`src/shared/pmd_pkg.sv`:
```
package pmd_pkg;

    // ------------------------------------------------------------
    // register map (byte addresses on the apb bus)
    // ------------------------------------------------------------
    localparam int ADDR_W = 8;
    localparam logic [ADDR_W-1:0] OFS_COMMAND = 8'h00;
    localparam logic [ADDR_W-1:0] OFS_ADDRESS = 8'h04;
    localparam logic [ADDR_W-1:0] OFS_WRITE_DATA = 8'h08;
    localparam logic [ADDR_W-1:0] OFS_READ_DATA = 8'h0C;
    localparam logic [ADDR_W-1:0] OFS_INDICATORS = 8'h10;
    localparam logic [ADDR_W-1:0] OFS_INT_STATUS = 8'h14;
    localparam logic [ADDR_W-1:0] OFS_INT_MASK = 8'h18;

    // ------------------------------------------------------------
    // field layouts and reset values
    // ------------------------------------------------------------
    localparam int CMD_READ_BIT = 0;
    localparam int CMD_SCAN_BIT = 1;
    localparam int ADR_REG_LSB = 0;
    localparam int ADR_PHY_LSB = 8;
    localparam int ADR_FIELD_W = 5;
    localparam int DATA_W = 16;
    localparam int IND_BUSY_BIT = 0;
    localparam int IND_SCAN_BIT = 1;
    localparam int IND_PEND_BIT = 2;
    localparam int IND_LINK_BIT = 3;
    localparam int INT_W = 3;
    localparam int INT_WRITE_DONE = 0;
    localparam int INT_READ_DONE = 1;
    localparam int INT_LINK_FAIL = 2;
    localparam logic [ADR_FIELD_W-1:0] PHY_ADDR_RESET = 5'h01;
    localparam logic [ADR_FIELD_W-1:0] PHY_ADDR_RESERVED = 5'h00;
    localparam logic [ADR_FIELD_W-1:0] REG_ADDR_RESET = 5'h00;
    localparam logic [DATA_W-1:0] DATA_RESET = 16'h0000;

    // ------------------------------------------------------------
    // management frame layout
    // ------------------------------------------------------------
    localparam int FRAME_W = 64;
    localparam int CNT_W = 6;
    localparam logic [31:0] PREAMBLE = 32'hFFFFFFFF;
    localparam logic [1:0] FRAME_START = 2'h1;
    localparam logic [1:0] OP_WRITE = 2'h1;
    localparam logic [1:0] OP_READ = 2'h2;
    localparam logic [1:0] TURNAROUND = 2'h2;
    localparam logic [CNT_W-1:0] LAST_DRIVEN_READ = 6'h2D;
    localparam logic [CNT_W-1:0] FIRST_READ_DATA = 6'h30;
    localparam logic [CNT_W-1:0] LAST_BIT = 6'h3F;
    localparam logic [ADR_FIELD_W-1:0] PHY_STATUS_REG = 5'h01;
    localparam int LINK_OK_BIT = 2;

    // ------------------------------------------------------------
    // state types
    // ------------------------------------------------------------
    typedef enum logic [1:0] {
        ENG_IDLE,
        ENG_WAIT,
        ENG_RUN
    } pmd_eng_phase_type;

    typedef enum logic {
        CTL_IDLE,
        CTL_RUN
    } pmd_ctl_phase_type;

endpackage

```
`src/shared/pmd_link_if.sv`:
```
`timescale 1ns/1ps
interface pmd_link_if;
    logic start;
    logic is_read;
    logic [4:0] phy_addr;
    logic [4:0] reg_addr;
    logic [15:0] wdata;
    logic busy;
    logic done;
    logic [15:0] rdata;

    modport ctrl (
        output start,
        output is_read,
        output phy_addr,
        output reg_addr,
        output wdata,
        input busy,
        input done,
        input rdata
    );

    modport engine (
        input start,
        input is_read,
        input phy_addr,
        input reg_addr,
        input wdata,
        output busy,
        output done,
        output rdata
    );
endinterface

```
`src/rtl/pmd_frame_engine.sv`:
```
`timescale 1ns/1ps
module pmd_frame_engine
    import pmd_pkg::*;
(
    input wire logic pclk,
    input wire logic presetn,
    input wire logic ce,
    input wire logic mdc_rise,
    input wire logic mdc_fall,
    input wire logic mdio_sync,
    output logic mdio_out,
    output logic mdio_oe,
    pmd_link_if.engine lk
);
    typedef struct packed {
        pmd_eng_phase_type phase;
        logic [CNT_W-1:0] cnt;
        logic [FRAME_W-1:0] shift;
        logic rd;
        logic [DATA_W-1:0] rx;
        logic oe;
        logic dout;
        logic done;
    } pmd_eng_state_type;

    pmd_eng_state_type s;
    pmd_eng_state_type next_s;
    logic [CNT_W-1:0] cnt_inc;

    assign cnt_inc = s.cnt + 6'h01;

    // ------------------------------------------------------------
    // frame shifter: drive after fall, sample on rise
    // ------------------------------------------------------------
    always_comb begin
        next_s = s;
        next_s.done = 1'h0;
        case (s.phase)
            ENG_IDLE: begin
                if (lk.start) begin
                    next_s.phase = ENG_WAIT;
                    next_s.rd = lk.is_read;
                    next_s.shift = {PREAMBLE, FRAME_START,
                        lk.is_read ? OP_READ : OP_WRITE,
                        lk.phy_addr, lk.reg_addr, TURNAROUND,
                        lk.is_read ? DATA_RESET : lk.wdata};
                end
            end
            ENG_WAIT: begin
                if (mdc_fall) begin
                    next_s.phase = ENG_RUN;
                    next_s.cnt = '0;
                    next_s.oe = 1'h1;
                    next_s.dout = s.shift[FRAME_W-1];
                end
            end
            ENG_RUN: begin
                if (mdc_rise) begin
                    if (s.rd && s.cnt >= FIRST_READ_DATA) begin
                        next_s.rx = {s.rx[DATA_W-2:0], mdio_sync};
                    end
                    if (s.cnt == LAST_BIT) begin
                        next_s.phase = ENG_IDLE;
                        next_s.oe = 1'h0;
                        next_s.dout = 1'h0;
                        next_s.done = 1'h1;
                    end
                end else if (mdc_fall) begin
                    next_s.cnt = cnt_inc;
                    next_s.shift = {s.shift[FRAME_W-2:0], 1'h0};
                    next_s.dout = s.shift[FRAME_W-2];
                    next_s.oe = !(s.rd && cnt_inc > LAST_DRIVEN_READ);
                end
            end
            default: begin
                next_s.phase = ENG_IDLE;
            end
        endcase
    end

    always_ff @(posedge pclk or negedge presetn) begin
        if (!presetn) begin
            s <= '0;
        end else if (ce) begin
            s <= next_s;
        end
    end

    assign lk.busy = (s.phase != ENG_IDLE);
    assign lk.done = s.done;
    assign lk.rdata = s.rx;
    assign mdio_out = s.dout;
    assign mdio_oe = s.oe;
endmodule

```
`src/rtl/pmd_mgmt_top.sv`:
```
// The implementer's own choices: register access over APB and the register offsets.
`timescale 1ns/1ps
// Contract
// - writing write data launches one management write with that value
// - a finished read places the returned 16 bits in read data
// - bit 3 shows link fail from the last phy status read
// - bit 2 reads one while a read has not yet completed
// - bit 1 reads one while continuous scan reads are in progress
// - bit 0 reads one while a read or write cycle runs
// - unimplemented upper bits of these registers read as zero
// - read command does one read; otherwise write uses write data
// - scan command repeats reads until cleared
// - cycles carry 5-bit phy and register addresses; phy zero reserved
module pmd_mgmt_top
    import pmd_pkg::*;
(
    input wire logic pclk,
    input wire logic presetn,
    input wire logic ce,
    input wire logic psel,
    input wire logic penable,
    input wire logic pwrite,
    input wire logic [ADDR_W-1:0] paddr,
    input wire logic [31:0] pwdata,
    output logic [31:0] prdata,
    output logic pready,
    output logic pslverr,
    input wire logic mdc,
    input wire logic mdio_in,
    output logic mdio_out,
    output logic mdio_oe,
    output logic irq
);
    typedef struct packed {
        pmd_ctl_phase_type phase;
        logic cur_read;
        logic cmd_read;
        logic cmd_scan;
        logic [ADR_FIELD_W-1:0] phy_select;
        logic [ADR_FIELD_W-1:0] phy_reg_select;
        logic [DATA_W-1:0] mgmt_wr_value;
        logic [DATA_W-1:0] mgmt_rd_value;
        logic link_down_flag;
        logic rd_pending_flag;
        logic wr_req;
        logic rd_req;
        logic [INT_W-1:0] int_status;
        logic [INT_W-1:0] int_mask;
        logic [31:0] rdata;
    } pmd_top_state_type;

    pmd_top_state_type s;
    pmd_top_state_type next_s;

    pmd_link_if lk ();

    logic mdc_rise;
    logic mdc_fall;
    logic mdio_sync;
    logic setup;
    logic access;
    logic wr_en;
    logic mapped;
    logic mgmt_active_flag;
    logic scanning;
    logic phy_ok;
    logic go_write;
    logic go_read;
    logic new_link_down;
    logic [INT_W-1:0] int_set;
    logic [31:0] read_mux;

    // ------------------------------------------------------------
    // pin synchroniser and frame engine
    // ------------------------------------------------------------
    pmd_pin_sync u_sync (
        .pclk(pclk),
        .presetn(presetn),
        .ce(ce),
        .mdc(mdc),
        .mdio_in(mdio_in),
        .mdc_rise(mdc_rise),
        .mdc_fall(mdc_fall),
        .mdio_sync(mdio_sync)
    );

    pmd_frame_engine u_engine (
        .pclk(pclk),
        .presetn(presetn),
        .ce(ce),
        .mdc_rise(mdc_rise),
        .mdc_fall(mdc_fall),
        .mdio_sync(mdio_sync),
        .mdio_out(mdio_out),
        .mdio_oe(mdio_oe),
        .lk(lk.engine)
    );

    // ------------------------------------------------------------
    // apb decode
    // ------------------------------------------------------------
    assign setup = psel & ~penable;
    assign access = psel & penable;
    assign pready = access;
    assign wr_en = access & pwrite & mapped;

    always_comb begin
        case (paddr)
            OFS_COMMAND,
            OFS_ADDRESS,
            OFS_WRITE_DATA,
            OFS_READ_DATA,
            OFS_INDICATORS,
            OFS_INT_STATUS,
            OFS_INT_MASK: mapped = 1'h1;
            default: mapped = 1'h0;
        endcase
    end

    assign pslverr = access & ~mapped;

    // ------------------------------------------------------------
    // indicators
    // ------------------------------------------------------------
    assign mgmt_active_flag = (s.phase == CTL_RUN) | lk.busy
        | s.wr_req | s.rd_req;
    assign scanning = s.cmd_scan;

    // ------------------------------------------------------------
    // read data mux, upper bits zero
    // ------------------------------------------------------------
    always_comb begin
        read_mux = '0;
        case (paddr)
            OFS_COMMAND: begin
                read_mux[CMD_READ_BIT] = s.cmd_read;
                read_mux[CMD_SCAN_BIT] = s.cmd_scan;
            end
            OFS_ADDRESS: begin
                read_mux[ADR_PHY_LSB +: ADR_FIELD_W] = s.phy_select;
                read_mux[ADR_REG_LSB +: ADR_FIELD_W] = s.phy_reg_select;
            end
            OFS_WRITE_DATA: begin
                read_mux[DATA_W-1:0] = s.mgmt_wr_value;
            end
            OFS_READ_DATA: begin
                read_mux[DATA_W-1:0] = s.mgmt_rd_value;
            end
            OFS_INDICATORS: begin
                read_mux[IND_LINK_BIT] = s.link_down_flag;
                read_mux[IND_PEND_BIT] = s.rd_pending_flag;
                read_mux[IND_SCAN_BIT] = scanning;
                read_mux[IND_BUSY_BIT] = mgmt_active_flag;
            end
            OFS_INT_STATUS: begin
                read_mux[INT_W-1:0] = s.int_status;
            end
            OFS_INT_MASK: begin
                read_mux[INT_W-1:0] = s.int_mask;
            end
            default: begin
                read_mux = '0;
            end
        endcase
    end

    // ------------------------------------------------------------
    // cycle launch
    // ------------------------------------------------------------
    assign phy_ok = (s.phy_select != PHY_ADDR_RESERVED);
    assign go_write = (s.phase == CTL_IDLE) & ~lk.busy & s.wr_req & phy_ok;
    assign go_read = (s.phase == CTL_IDLE) & ~lk.busy & ~s.wr_req
        & (s.rd_req | s.cmd_scan) & phy_ok;

    assign lk.start = go_write | go_read;
    assign lk.is_read = go_read;
    assign lk.phy_addr = s.phy_select;
    assign lk.reg_addr = s.phy_reg_select;
    assign lk.wdata = s.mgmt_wr_value;

    assign new_link_down = ~lk.rdata[LINK_OK_BIT];

    // ------------------------------------------------------------
    // state update
    // ------------------------------------------------------------
    always_comb begin
        next_s = s;
        int_set = '0;

        if (setup) begin
            next_s.rdata = read_mux;
        end

        case (s.phase)
            CTL_IDLE: begin
                if (go_write) begin
                    next_s.phase = CTL_RUN;
                    next_s.cur_read = 1'h0;
                    next_s.wr_req = 1'h0;
                end else if (go_read) begin
                    next_s.phase = CTL_RUN;
                    next_s.cur_read = 1'h1;
                    next_s.rd_req = 1'h0;
                    next_s.rd_pending_flag = 1'h1;
                end else if (!phy_ok) begin
                    // reserved phy address: requests are dropped
                    next_s.wr_req = 1'h0;
                    next_s.rd_req = 1'h0;
                    next_s.rd_pending_flag = 1'h0;
                end
            end
            CTL_RUN: begin
                if (lk.done) begin
                    next_s.phase = CTL_IDLE;
                    if (s.cur_read) begin
                        next_s.mgmt_rd_value = lk.rdata;
                        next_s.rd_pending_flag = 1'h0;
                        int_set[INT_READ_DONE] = 1'h1;
                        if (s.phy_reg_select == PHY_STATUS_REG) begin
                            next_s.link_down_flag = new_link_down;
                            int_set[INT_LINK_FAIL] = new_link_down
                                & ~s.link_down_flag;
                        end
                    end else begin
                        int_set[INT_WRITE_DONE] = 1'h1;
                    end
                end
            end
            default: begin
                next_s.phase = CTL_IDLE;
            end
        endcase

        if (wr_en) begin
            case (paddr)
                OFS_COMMAND: begin
                    next_s.cmd_read = pwdata[CMD_READ_BIT];
                    next_s.cmd_scan = pwdata[CMD_SCAN_BIT];
                    if (pwdata[CMD_READ_BIT] && !s.cmd_read) begin
                        next_s.rd_req = 1'h1;
                        next_s.rd_pending_flag = 1'h1;
                    end
                end
                OFS_ADDRESS: begin
                    next_s.phy_select =
                        pwdata[ADR_PHY_LSB +: ADR_FIELD_W];
                    next_s.phy_reg_select =
                        pwdata[ADR_REG_LSB +: ADR_FIELD_W];
                end
                OFS_WRITE_DATA: begin
                    next_s.mgmt_wr_value = pwdata[DATA_W-1:0];
                    next_s.wr_req = 1'h1;
                end
                OFS_READ_DATA: begin
                    next_s.mgmt_rd_value = pwdata[DATA_W-1:0];
                end
                OFS_INT_MASK: begin
                    next_s.int_mask = pwdata[INT_W-1:0];
                end
                default: begin
                    next_s.int_mask = s.int_mask;
                end
            endcase
        end

        // write one to clear, a new event wins
        if (wr_en && paddr == OFS_INT_STATUS) begin
            next_s.int_status = (s.int_status & ~pwdata[INT_W-1:0])
                | int_set;
        end else begin
            next_s.int_status = s.int_status | int_set;
        end
    end

    always_ff @(posedge pclk or negedge presetn) begin
        if (!presetn) begin
            s <= '0;
            s.phy_select <= PHY_ADDR_RESET;
            s.phy_reg_select <= REG_ADDR_RESET;
            s.phase <= CTL_IDLE;
        end else if (ce) begin
            s <= next_s;
        end
    end

    // ------------------------------------------------------------
    // outputs
    // ------------------------------------------------------------
    assign prdata = s.rdata;
    assign irq = |(s.int_status & s.int_mask);
endmodule

```
`src/rtl/pmd_pin_sync.sv`:
```
`timescale 1ns/1ps
module pmd_pin_sync
    import pmd_pkg::*;
(
    input wire logic pclk,
    input wire logic presetn,
    input wire logic ce,
    input wire logic mdc,
    input wire logic mdio_in,
    output logic mdc_rise,
    output logic mdc_fall,
    output logic mdio_sync
);
    typedef struct packed {
        logic [1:0] meta;
        logic [1:0] stable;
        logic mdc_prev;
    } pmd_sync_state_type;

    pmd_sync_state_type s;
    pmd_sync_state_type next_s;

    // ------------------------------------------------------------
    // two flops per pin plus a third on mdc, edges found by comparing the second stage with the third
    // ------------------------------------------------------------
    always_comb begin
        next_s = s;
        next_s.meta = {mdio_in, mdc};
        next_s.stable = s.meta;
        next_s.mdc_prev = s.stable[0];
    end

    always_ff @(posedge pclk or negedge presetn) begin
        if (!presetn) begin
            s <= '0;
        end else if (ce) begin
            s <= next_s;
        end
    end

    assign mdc_rise = s.stable[0] & ~s.mdc_prev;
    assign mdc_fall = ~s.stable[0] & s.mdc_prev;
    assign mdio_sync = s.stable[1];
endmodule

```
`config.mk`:
```
export PLATFORM = sky130hd
export DESIGN_NAME = pmd_mgmt_top
export DESIGN_NICKNAME = d
export VERILOG_FILES = /design/src/shared/pmd_pkg.sv /design/src/shared/pmd_link_if.sv /design/src/rtl/pmd_frame_engine.sv /design/src/rtl/pmd_mgmt_top.sv /design/src/rtl/pmd_pin_sync.sv
export SDC_FILE = /design/constraint.sdc
export NUM_CORES = 1
export LEC_CHECK = 0
export ABC_AREA = 1
export BUFFER_PORTS_ARGS = -buffer_cell sky130_fd_sc_hd__buf_4
export CORE_AREA = 3 3 150 138
export CTS_CLUSTER_DIAMETER = 100
export CTS_CLUSTER_SIZE = 30
export DETAILED_ROUTE_END_ITERATION = 16
export DIE_AREA = 0 0 153 141
export PLACE_DENSITY_LB_ADDON = 0.12
export SLEW_MARGIN = 0
export SYNTH_ARGS = -nofsm -noshare
export SYNTH_HDL_FRONTEND = slang
export SYNTH_SLANG_ARGS = --single-unit
```
`constraint.sdc`:
```
create_clock -name pclk -period 1.6 [get_ports pclk]
set_clock_uncertainty 0.1 [all_clocks]
set_input_delay 0.24 -clock pclk [delete_from_list [all_inputs] [get_ports pclk]]
set_output_delay 0.24 -clock pclk [all_outputs]
set_load 0.05 [all_outputs]
```
==> qor.yml, run 1 <==
outcome:
  status: "complete, but fails checks"
  failing_checks: "setup timing"
global_routing:
  grt_pass1_wl_um: 38200
  largest_net_degree_at_the_start_of_global_routing: 45
  gr-usage-all-layers_pct: 21.8
  initial_antenna_violation_count: 0
  grt_pass1_vias: 7419
  globalRouteOverflowTotal: 0
placed_design:
  placedInstanceArea_mm2: 0.00989
  numPortBuffers: 52
  dp_hpwl_um: 15800
  placed_cells_incl_taps: 1489
  place_congestion: 0.876
  pre_cts_slack_ns: -0.247
die:
  core_area_mm2: 0.0192
  io-pin-count: 85
  die_w_um: 153
  starting_density_of_the_core_pct: 45.0
  fp-row-count: 48
  chipHeight_um: 141
  area_of_the_die_mm2: 0.0216
cells_and_area:
  area_delta_synth_final_pct: 30.3
  final_cell_mix: "sky130_fd_sc_hd__nand2_1 (554), sky130_fd_sc_hd__dfrtp_1 (167), sky130_fd_sc_hd__buf_4 (131)"
  nets: 1347
  final.fill_count: 1707
  finish.instance_area_mm2: 0.0112
  finalNonFillerCells: 1560
  finalCoreUtilization_pct: 58.6
  antenna-diode-count: 0
  layout.cells.most_common: "sky130_fd_sc_hd__nand2_1"
  drive_gt1_share_pct: 22.5
synth:
  synth_area_mm2: 0.00861
  syn_inst: 1159
  synthFlopType: "sky130_fd_sc_hd__dfrtp_1"
  ys_async_sr_fraction_pct: 100
  synth_area_leaders: "sky130_fd_sc_hd__dfrtp_1 (49%), sky130_fd_sc_hd__nand2_1 (25%), sky130_fd_sc_hd__o21ai_0 (5.1%)"
  syn-mean-instance-area_um2: 7.43
  number_of_synthesized_flops_with_an_enable_pin: 0
  yosysSeqAreaShare_pct: 49.1
  yosys.area.top_type: "sky130_fd_sc_hd__dfrtp_1"
  ys_ff_latch: 169
  netlist-cell-type-count: 39
  yosys.area.top_type_share_pct: 48.8
  ys_warn_count: 0
timing:
  layout_setup_ws_ns: -0.146
  hold-worst-slack_ns: 0.0940
  finalMaxSlewViolations: 0
  grt_setup_unrepaired: "yes"
  timing.fmax_ghz: 0.573
  setup_viol: 72
  finalHoldViolations: 0
  final_period_minus_worst_setup_slack_ns: 1.75
  setup_tns_ns: -7.19
  final_period_util_pct: 109
critical_path:
  worst-endpoint-required_ns: 1.82
  worstPathArrival_ns: 1.96
  critPathMaxFanout: 8
  critPathKind: "flop to flop"
  cp-end-kind: "flop"
  start_kind: "flop"
detailed_routing:
  detail_route.iter0.violations: 534
  dr.pass1.iters: 5
  drt_drc_violations_left: 0
  wire_per_inst_um: 15.2
  route.antenna.remaining_nets: 0
  detail_route.vias_per_cell: 4.90
  totalWireLength_um: 23800
  dr_total_vias: 7638
cts:
  cts_tree: "built"
  numCtsBuffers: 17
  cts-htree-levels: 4
  ctsLongestPathBuffers: 2
  cts.reportedPaths.clkPinSlew_ns: 0.07
  clkSinkCount: 169
  cts_root_buffer: "sky130_fd_sc_hd__clkbuf_16"
  worstSkewPairLatency_ns: 0.43
pwr:
  irDropWorstVdd_mv: 0.749
  p_leak_nw: 5.92
  p_per_area_mw_per_mm2: 828
  finalPower_mw: 9.28
worst_hold_path:
  worst_hold_path_type: "primary input to flop"
job:
  max_cap_viol_count: 0
==> Yosys cell counts (all sizes together), types with 2 or more instances <==
| cell type | count |
|---|---|
| a21oi | 27 |
| a221oi | 2 |
| a22o | 8 |
| a22oi | 11 |
| buf | 51 |
| clkbuf | 31 |
| clkinv | 2 |
| dfrtp | 168 |
| ha | 2 |
| inv | 87 |
| nand2 | 585 |
| nand3 | 17 |
| nand4 | 3 |
| nor2 | 44 |
| nor3 | 9 |
| nor4 | 2 |
| o211ai | 3 |
| o21ai | 89 |
| o21bai | 3 |
| o22ai | 5 |
| o2bb2ai | 2 |
| xor2 | 3 |
==> final timing paths <==
kind,startpoint,to,slack [ns],cells after the start
max,u_engine.s[91]$_DFFE_PN0P_,u_engine.s[23]$_DFFE_PN0P_,-0.15,9
min,ce,u_engine.lk.done$_DFFE_PN0P_,0.09,3
max reg2reg,u_engine.s[91]$_DFFE_PN0P_,u_engine.s[23]$_DFFE_PN0P_,-0.15,9
min reg2reg,u_sync.next_s[2]$_DFFE_PN0P_,u_sync.next_s[2]$_DFFE_PN0P_,0.38,2
max in group asynchronous,presetn,u_engine.s[52]$_DFFE_PN0P_,0.62,3
min in group asynchronous,presetn,u_sync.next_s[1]$_DFFE_PN0P_,0.19,2
==> flip-flops by register name (all words and copies together) (netlist names), 3 cells and up <==
signal and flops:
lk.wdata 16, u_engine.lk.rdata 16, prdata 16, lk.phy_addr 5
u_engine.s 73, s 29, u_sync.next_s 3, lk.reg_addr 5
==> critical path, cell delays in order (launching register included) <==
cell and delay, ns:
sky130_fd_sc_hd__dfrtp_1 0.41, sky130_fd_sc_hd__buf_4 0.16, sky130_fd_sc_hd__nand2_4 0.10, sky130_fd_sc_hd__nor2_2 0.06, sky130_fd_sc_hd__nor3_2 0.21, sky130_fd_sc_hd__o21ai_4 0.14, sky130_fd_sc_hd__buf_12 0.17, sky130_fd_sc_hd__buf_4 0.16
sky130_fd_sc_hd__nand2_1 0.05, sky130_fd_sc_hd__nand2_1 0.05
==> where the power goes <==
part / switching [mW] / internal, mW
registers: 0.0299 / 4.32
logic: 0.509 / 0.251
clock network: 1.82 / 2.36
==> final cells by class <==
class,instances,area (um2),share of cell area [%]
clock buffer,19,443,3.95
clock inverter,13,144,1.28
inverter,89,347,3.09
multi-input combinational,834,3890,34.6
sequential,169,4230,37.7
tap,250,313,2.79
timing repair buffer,186,1860,16.5
==> metal layers <==
metal | GRT usage (%) | wire (um) | vias up
li1 | - | - | 3846
met1 | 30.6 | 11600 | 3620
met2 | 35.9 | 11200 | 154
met3 | 3.59 | 804 | 18
met4 | 4.78 | 236 | 0
met5 | 0 | 0 | -
==> cells by family (layout without fill, tap and decap cells) <==
group	after synthesis	after routing	share of synthesized area (%)
other	1	16	0.0435
flip-flops	169	169	49.1
AO/OA/AOI/OAI	152	152	10.1
AND/OR/NAND/NOR	661	661	30.5
buffers and inverters	171	307	9.57
XOR/XNOR	3	3	0.305
adder cells (fa/ha/maj)	2	2	0.291
==> timing repair <==
action,4_1_cts,5_1_grt
endpoints found under the hold margin,135,0
setup endpoints to repair,77,117
pin swaps,5,11
buffers inserted,8,7
hold buffers,19,0
gates cloned,1,7
resized for setup,38,94
Note: power is estimated with default switching activity, not from simulation.
==> run 2: changes to the inputs <==
ABC_AREA = not set   (was 1)
CORE_AREA = 3 3 148 136   (was 3 3 150 138)
DIE_AREA = 0 0 151 139   (was 0 0 153 141)
==> qor.yml, run 2 <==
cells_and_area:
  largestRegisters: "u_engine.s (73), s (29)"
  largest_reg_flops: 73  # unchanged
  antenna-diode-count: 0  # unchanged
  finish.instance_area_mm2: 0.0111  # -1.0%
  final_cell_mix: "sky130_fd_sc_hd__dfrtp_1 (165), sky130_fd_sc_hd__buf_4 (144), sky130_fd_sc_hd__inv_1 (63)"
  largest_reg_by_ff_count: "u_engine.s"
  final.fill_count: 1606  # -5.9%
  nets: 955  # -29%
  layout.cells.most_common: "sky130_fd_sc_hd__dfrtp_1"
  drive_gt1_share_pct: 39.4  # +17 points
  area_delta_synth_final_pct: 33.1
global_routing:
  gr-usage-all-layers_pct: 20.7  # -1.1 points
  globalRouteOverflowTotal: 0  # unchanged
  grt_pass1_vias: 6551  # -12%
  largest_net_degree_at_the_start_of_global_routing: 69  # +53%
  grt_pass1_wl_um: 34600  # -9.2%
  initial_antenna_violation_count: 0  # unchanged
synth:
  syn-mean-instance-area_um2: 11.1  # +49%
  number_of_synthesized_flops_with_an_enable_pin: 0  # unchanged
  ys_async_sr_fraction_pct: 100  # unchanged
  yosys.cell_count.top_type: "sky130_fd_sc_hd__dfrtp_1"
  yosys.area.top_type_share_pct: 50.4  # +1.6 points
  synthFlopType: "sky130_fd_sc_hd__dfrtp_1"
  yosysSeqAreaShare_pct: 50.7  # +1.6 points
  ys_warn_count: 0  # unchanged
  synth.top_cells.by_count: "sky130_fd_sc_hd__dfrtp_1 (168), sky130_fd_sc_hd__mux2_2 (73), sky130_fd_sc_hd__inv_1 (64)"
  synth_area_mm2: 0.00834  # -3.1%
  synth_area_leaders: "sky130_fd_sc_hd__dfrtp_1 (50%), sky130_fd_sc_hd__mux2_2 (9.9%), sky130_fd_sc_hd__mux2i_1 (4.6%)"
  syn_inst: 753  # -35%
  yosys.area.top_type: "sky130_fd_sc_hd__dfrtp_1"
  netlist-cell-type-count: 64  # +64%
  ys_ff_latch: 169  # unchanged
detailed_routing:
  drt_drc_violations_left: 0  # unchanged
  dr.pass1.iters: 5  # unchanged
  totalWireLength_um: 21400  # -10%
  wire_per_inst_um: 18.3  # +20%
  detail_route.iter0.violations: 343  # -36%
  route.antenna.remaining_nets: 0  # unchanged
  detail_route.vias_per_cell: 5.44  # +11%
  dr_total_vias: 6354  # -17%
outcome:
  status: "complete, but fails checks"
  failing_checks: "setup timing"
critical_path:
  critPathMaxFanout: 29  # +21
  reg2reg_capture_point: "u_engine.s[44]$_DFFE_PN0P_"
  worstReg2RegStart: "lk.phy_addr[0]$_DFFE_PN1P_"
  worst-endpoint-required_ns: 1.81  # about the same
  timing.reg2reg.worst_path_depth: 5  # -4
  critPathKind: "flop to flop"
  r2r_slack_ns: -0.41  # -0.26 ns
  cp-end-kind: "flop"
  start_kind: "flop"
  worstPathArrival_ns: 2.22  # +0.26 ns
placed_design:
  numPortBuffers: 52  # unchanged
  place_congestion: 0.921  # +5.1%
  dp_hpwl_um: 14200  # -10%
  placedInstanceArea_mm2: 0.00991  # +0.23%
pwr:
  irDropWorstVdd_mv: 0.754  # +0.60%
  p_per_area_mw_per_mm2: 1060  # +28%
  p_leak_nw: 5.12  # -14%
  finalPower_mw: 11.8  # +27%
die:
  die_w_um: 151  # -1.3%
  core_area_mm2: 0.0189  # -1.6%
  chipHeight_um: 139  # -1.4%
  fp-row-count: 48  # unchanged
  starting_density_of_the_core_pct: 44.2  # -0.70 points
  io-pin-count: 85  # unchanged
  area_of_the_die_mm2: 0.0210  # -2.7%
worst_hold_path:
  startpoint_of_the_lowest_slack_hold_path: "pwdata[2]"
  timing.hold.worst_path_depth: 2  # -1
  worst_hold_path_type: "primary input to flop"
  worst_hold_path_endpoint: "s[34]$_DFFE_PN0P_"
timing:
  final_period_minus_worst_setup_slack_ns: 2.01  # +0.265 ns
  layout_setup_ws_ns: -0.411  # -0.265 ns
  setup_viol: 90  # +25%
  hold-worst-slack_ns: 0.0127  # -0.0812 ns
  final_period_util_pct: 126  # +17 points
  setup_tns_ns: -25.82  # -18.63 ns
  finalHoldViolations: 0  # unchanged
  finalMaxSlewViolations: 0  # unchanged
  timing.fmax_ghz: 0.497  # -13%
  grt_setup_unrepaired: "yes"
cts:
  cts_tree: "built"
  cts.reportedPaths.clkPinSlew_ns: 0.06  # about the same
  worstSkewPairLatency_ns: 0.43  # about the same
  clkSinkCount: 169  # unchanged
  cts_root_buffer: "sky130_fd_sc_hd__clkbuf_16"
  numCtsBuffers: 17  # unchanged
  ctsLongestPathBuffers: 2  # unchanged
  cts-htree-levels: 4  # unchanged
job:
  max_cap_viol_count: 0  # unchanged
-- run 2: changes by cell type after synthesis, moves of 20 or more --
cell                      previous run  this run
sky130_fd_sc_hd__nor2_1             34        12
sky130_fd_sc_hd__mux2_2              0        73
sky130_fd_sc_hd__mux2i_1             0        38
sky130_fd_sc_hd__nand2_1           579        44
sky130_fd_sc_hd__o21ai_0            88        22
sky130_fd_sc_hd__inv_1              84        64
sky130_fd_sc_hd__a22o_1              8        34
-- run 2: worst max-delay path by stage --
stage | start | end
finish | lk.phy_addr[0]$_DFFE_PN1P_ | u_engine.s[44]$_DFFE_PN0P_
global route | lk.phy_addr[0]$_DFFE_PN1P_ | u_engine.s[46]$_DFFE_PN0P_
CTS | lk.phy_addr[0]$_DFFE_PN1P_ | u_engine.s[33]$_DFFE_PN0P_
detailed placement | paddr[4] | prdata[13]$_DFFE_PN0P_
global placement | paddr[5] | s[37]$_DFFE_PN0P_
floorplan | lk.phy_addr[0]$_DFFE_PN1P_ | u_engine.s[47]$_DFFE_PN0P_
-- run 2: area by class of cell --
cell class / instances / area [um2] / share of cell area [%]
clock buffers: 22 / 464 / 4.18
clock inverters: 9 / 92.6 / 0.834
inverters: 64 / 240 / 2.16
multi-input cells: 455 / 3880 / 35.0
flip-flops and latches: 169 / 4230 / 38.1
well taps: 250 / 313 / 2.82
repair buffers: 198 / 1880 / 16.9
-- run 2: timing repair --
| action | in CTS | in global routing |
|---|---|---|
| setup buffers | 8 | 8 |
| hold buffers | 16 | 0 |
| gates cloned | 1 | 4 |
| resized for setup | 34 | 32 |
| pin swaps | 8 | 13 |
| endpoints found under the setup margin | 92 | 123 |
| hold endpoints to repair | 190 | 0 |
-- run 2: report_power, final --
part | leakage [nW] | switching, mW | internal (mW) | total, mW
registers | 2.16 | 0.366 | 4.92 | 5.29
logic | 2.70 | 1.41 | 1.13 | 2.54
clock network | 0.263 | 1.70 | 2.23 | 3.92
total | 5.12 | 3.47 | 8.28 | 11.8
-- run 2: logic make-up after synthesis --
kind of cell / after synthesis / synth area share [%]
xor+xnor: 2 / 0.210
fa+ha+maj: 2 / 0.300
other cells: 1 / 0.0449
compound gates: 171 / 14.6
flops: 169 / 50.7
mux: 120 / 16.0
simple gates: 143 / 9.49
buf+inv: 145 / 8.62
-- run 2: critical path: stages, from the launching register on --
cell	delay (ns)
sky130_fd_sc_hd__dfstp_2	0.54
sky130_fd_sc_hd__inv_2	0.04
sky130_fd_sc_hd__a2111o_1	0.45
sky130_fd_sc_hd__o21ai_4	0.17
sky130_fd_sc_hd__buf_12	0.22
sky130_fd_sc_hd__mux2_2	0.36
-- run 2: per-layer routing --
metal / wire (um) / track usage [%] / part of all wire (%)
met4: 399 / 6.11 / 1.9
met5: 0 / 0 / 0
met3: 926 / 4.22 / 4.3
met1: 10000 / 29.6 / 47
met2: 9990 / 32.0 / 47
-- run 2: per-stage QoR --
| stage | instances | utilization [%] | setup slack (ns) |
|---|---|---|---|
| floorplan | 768 | - | -0.460 |
| global placement | 1102 | 52.5 | -0.420 |
| detailed placement | 1102 | 52.5 | -0.430 |
| CTS | 1157 | 57.5 | -0.413 |
| global route | 1167 | 58.9 | -0.447 |
| finish | 1167 | 58.9 | -0.411 |
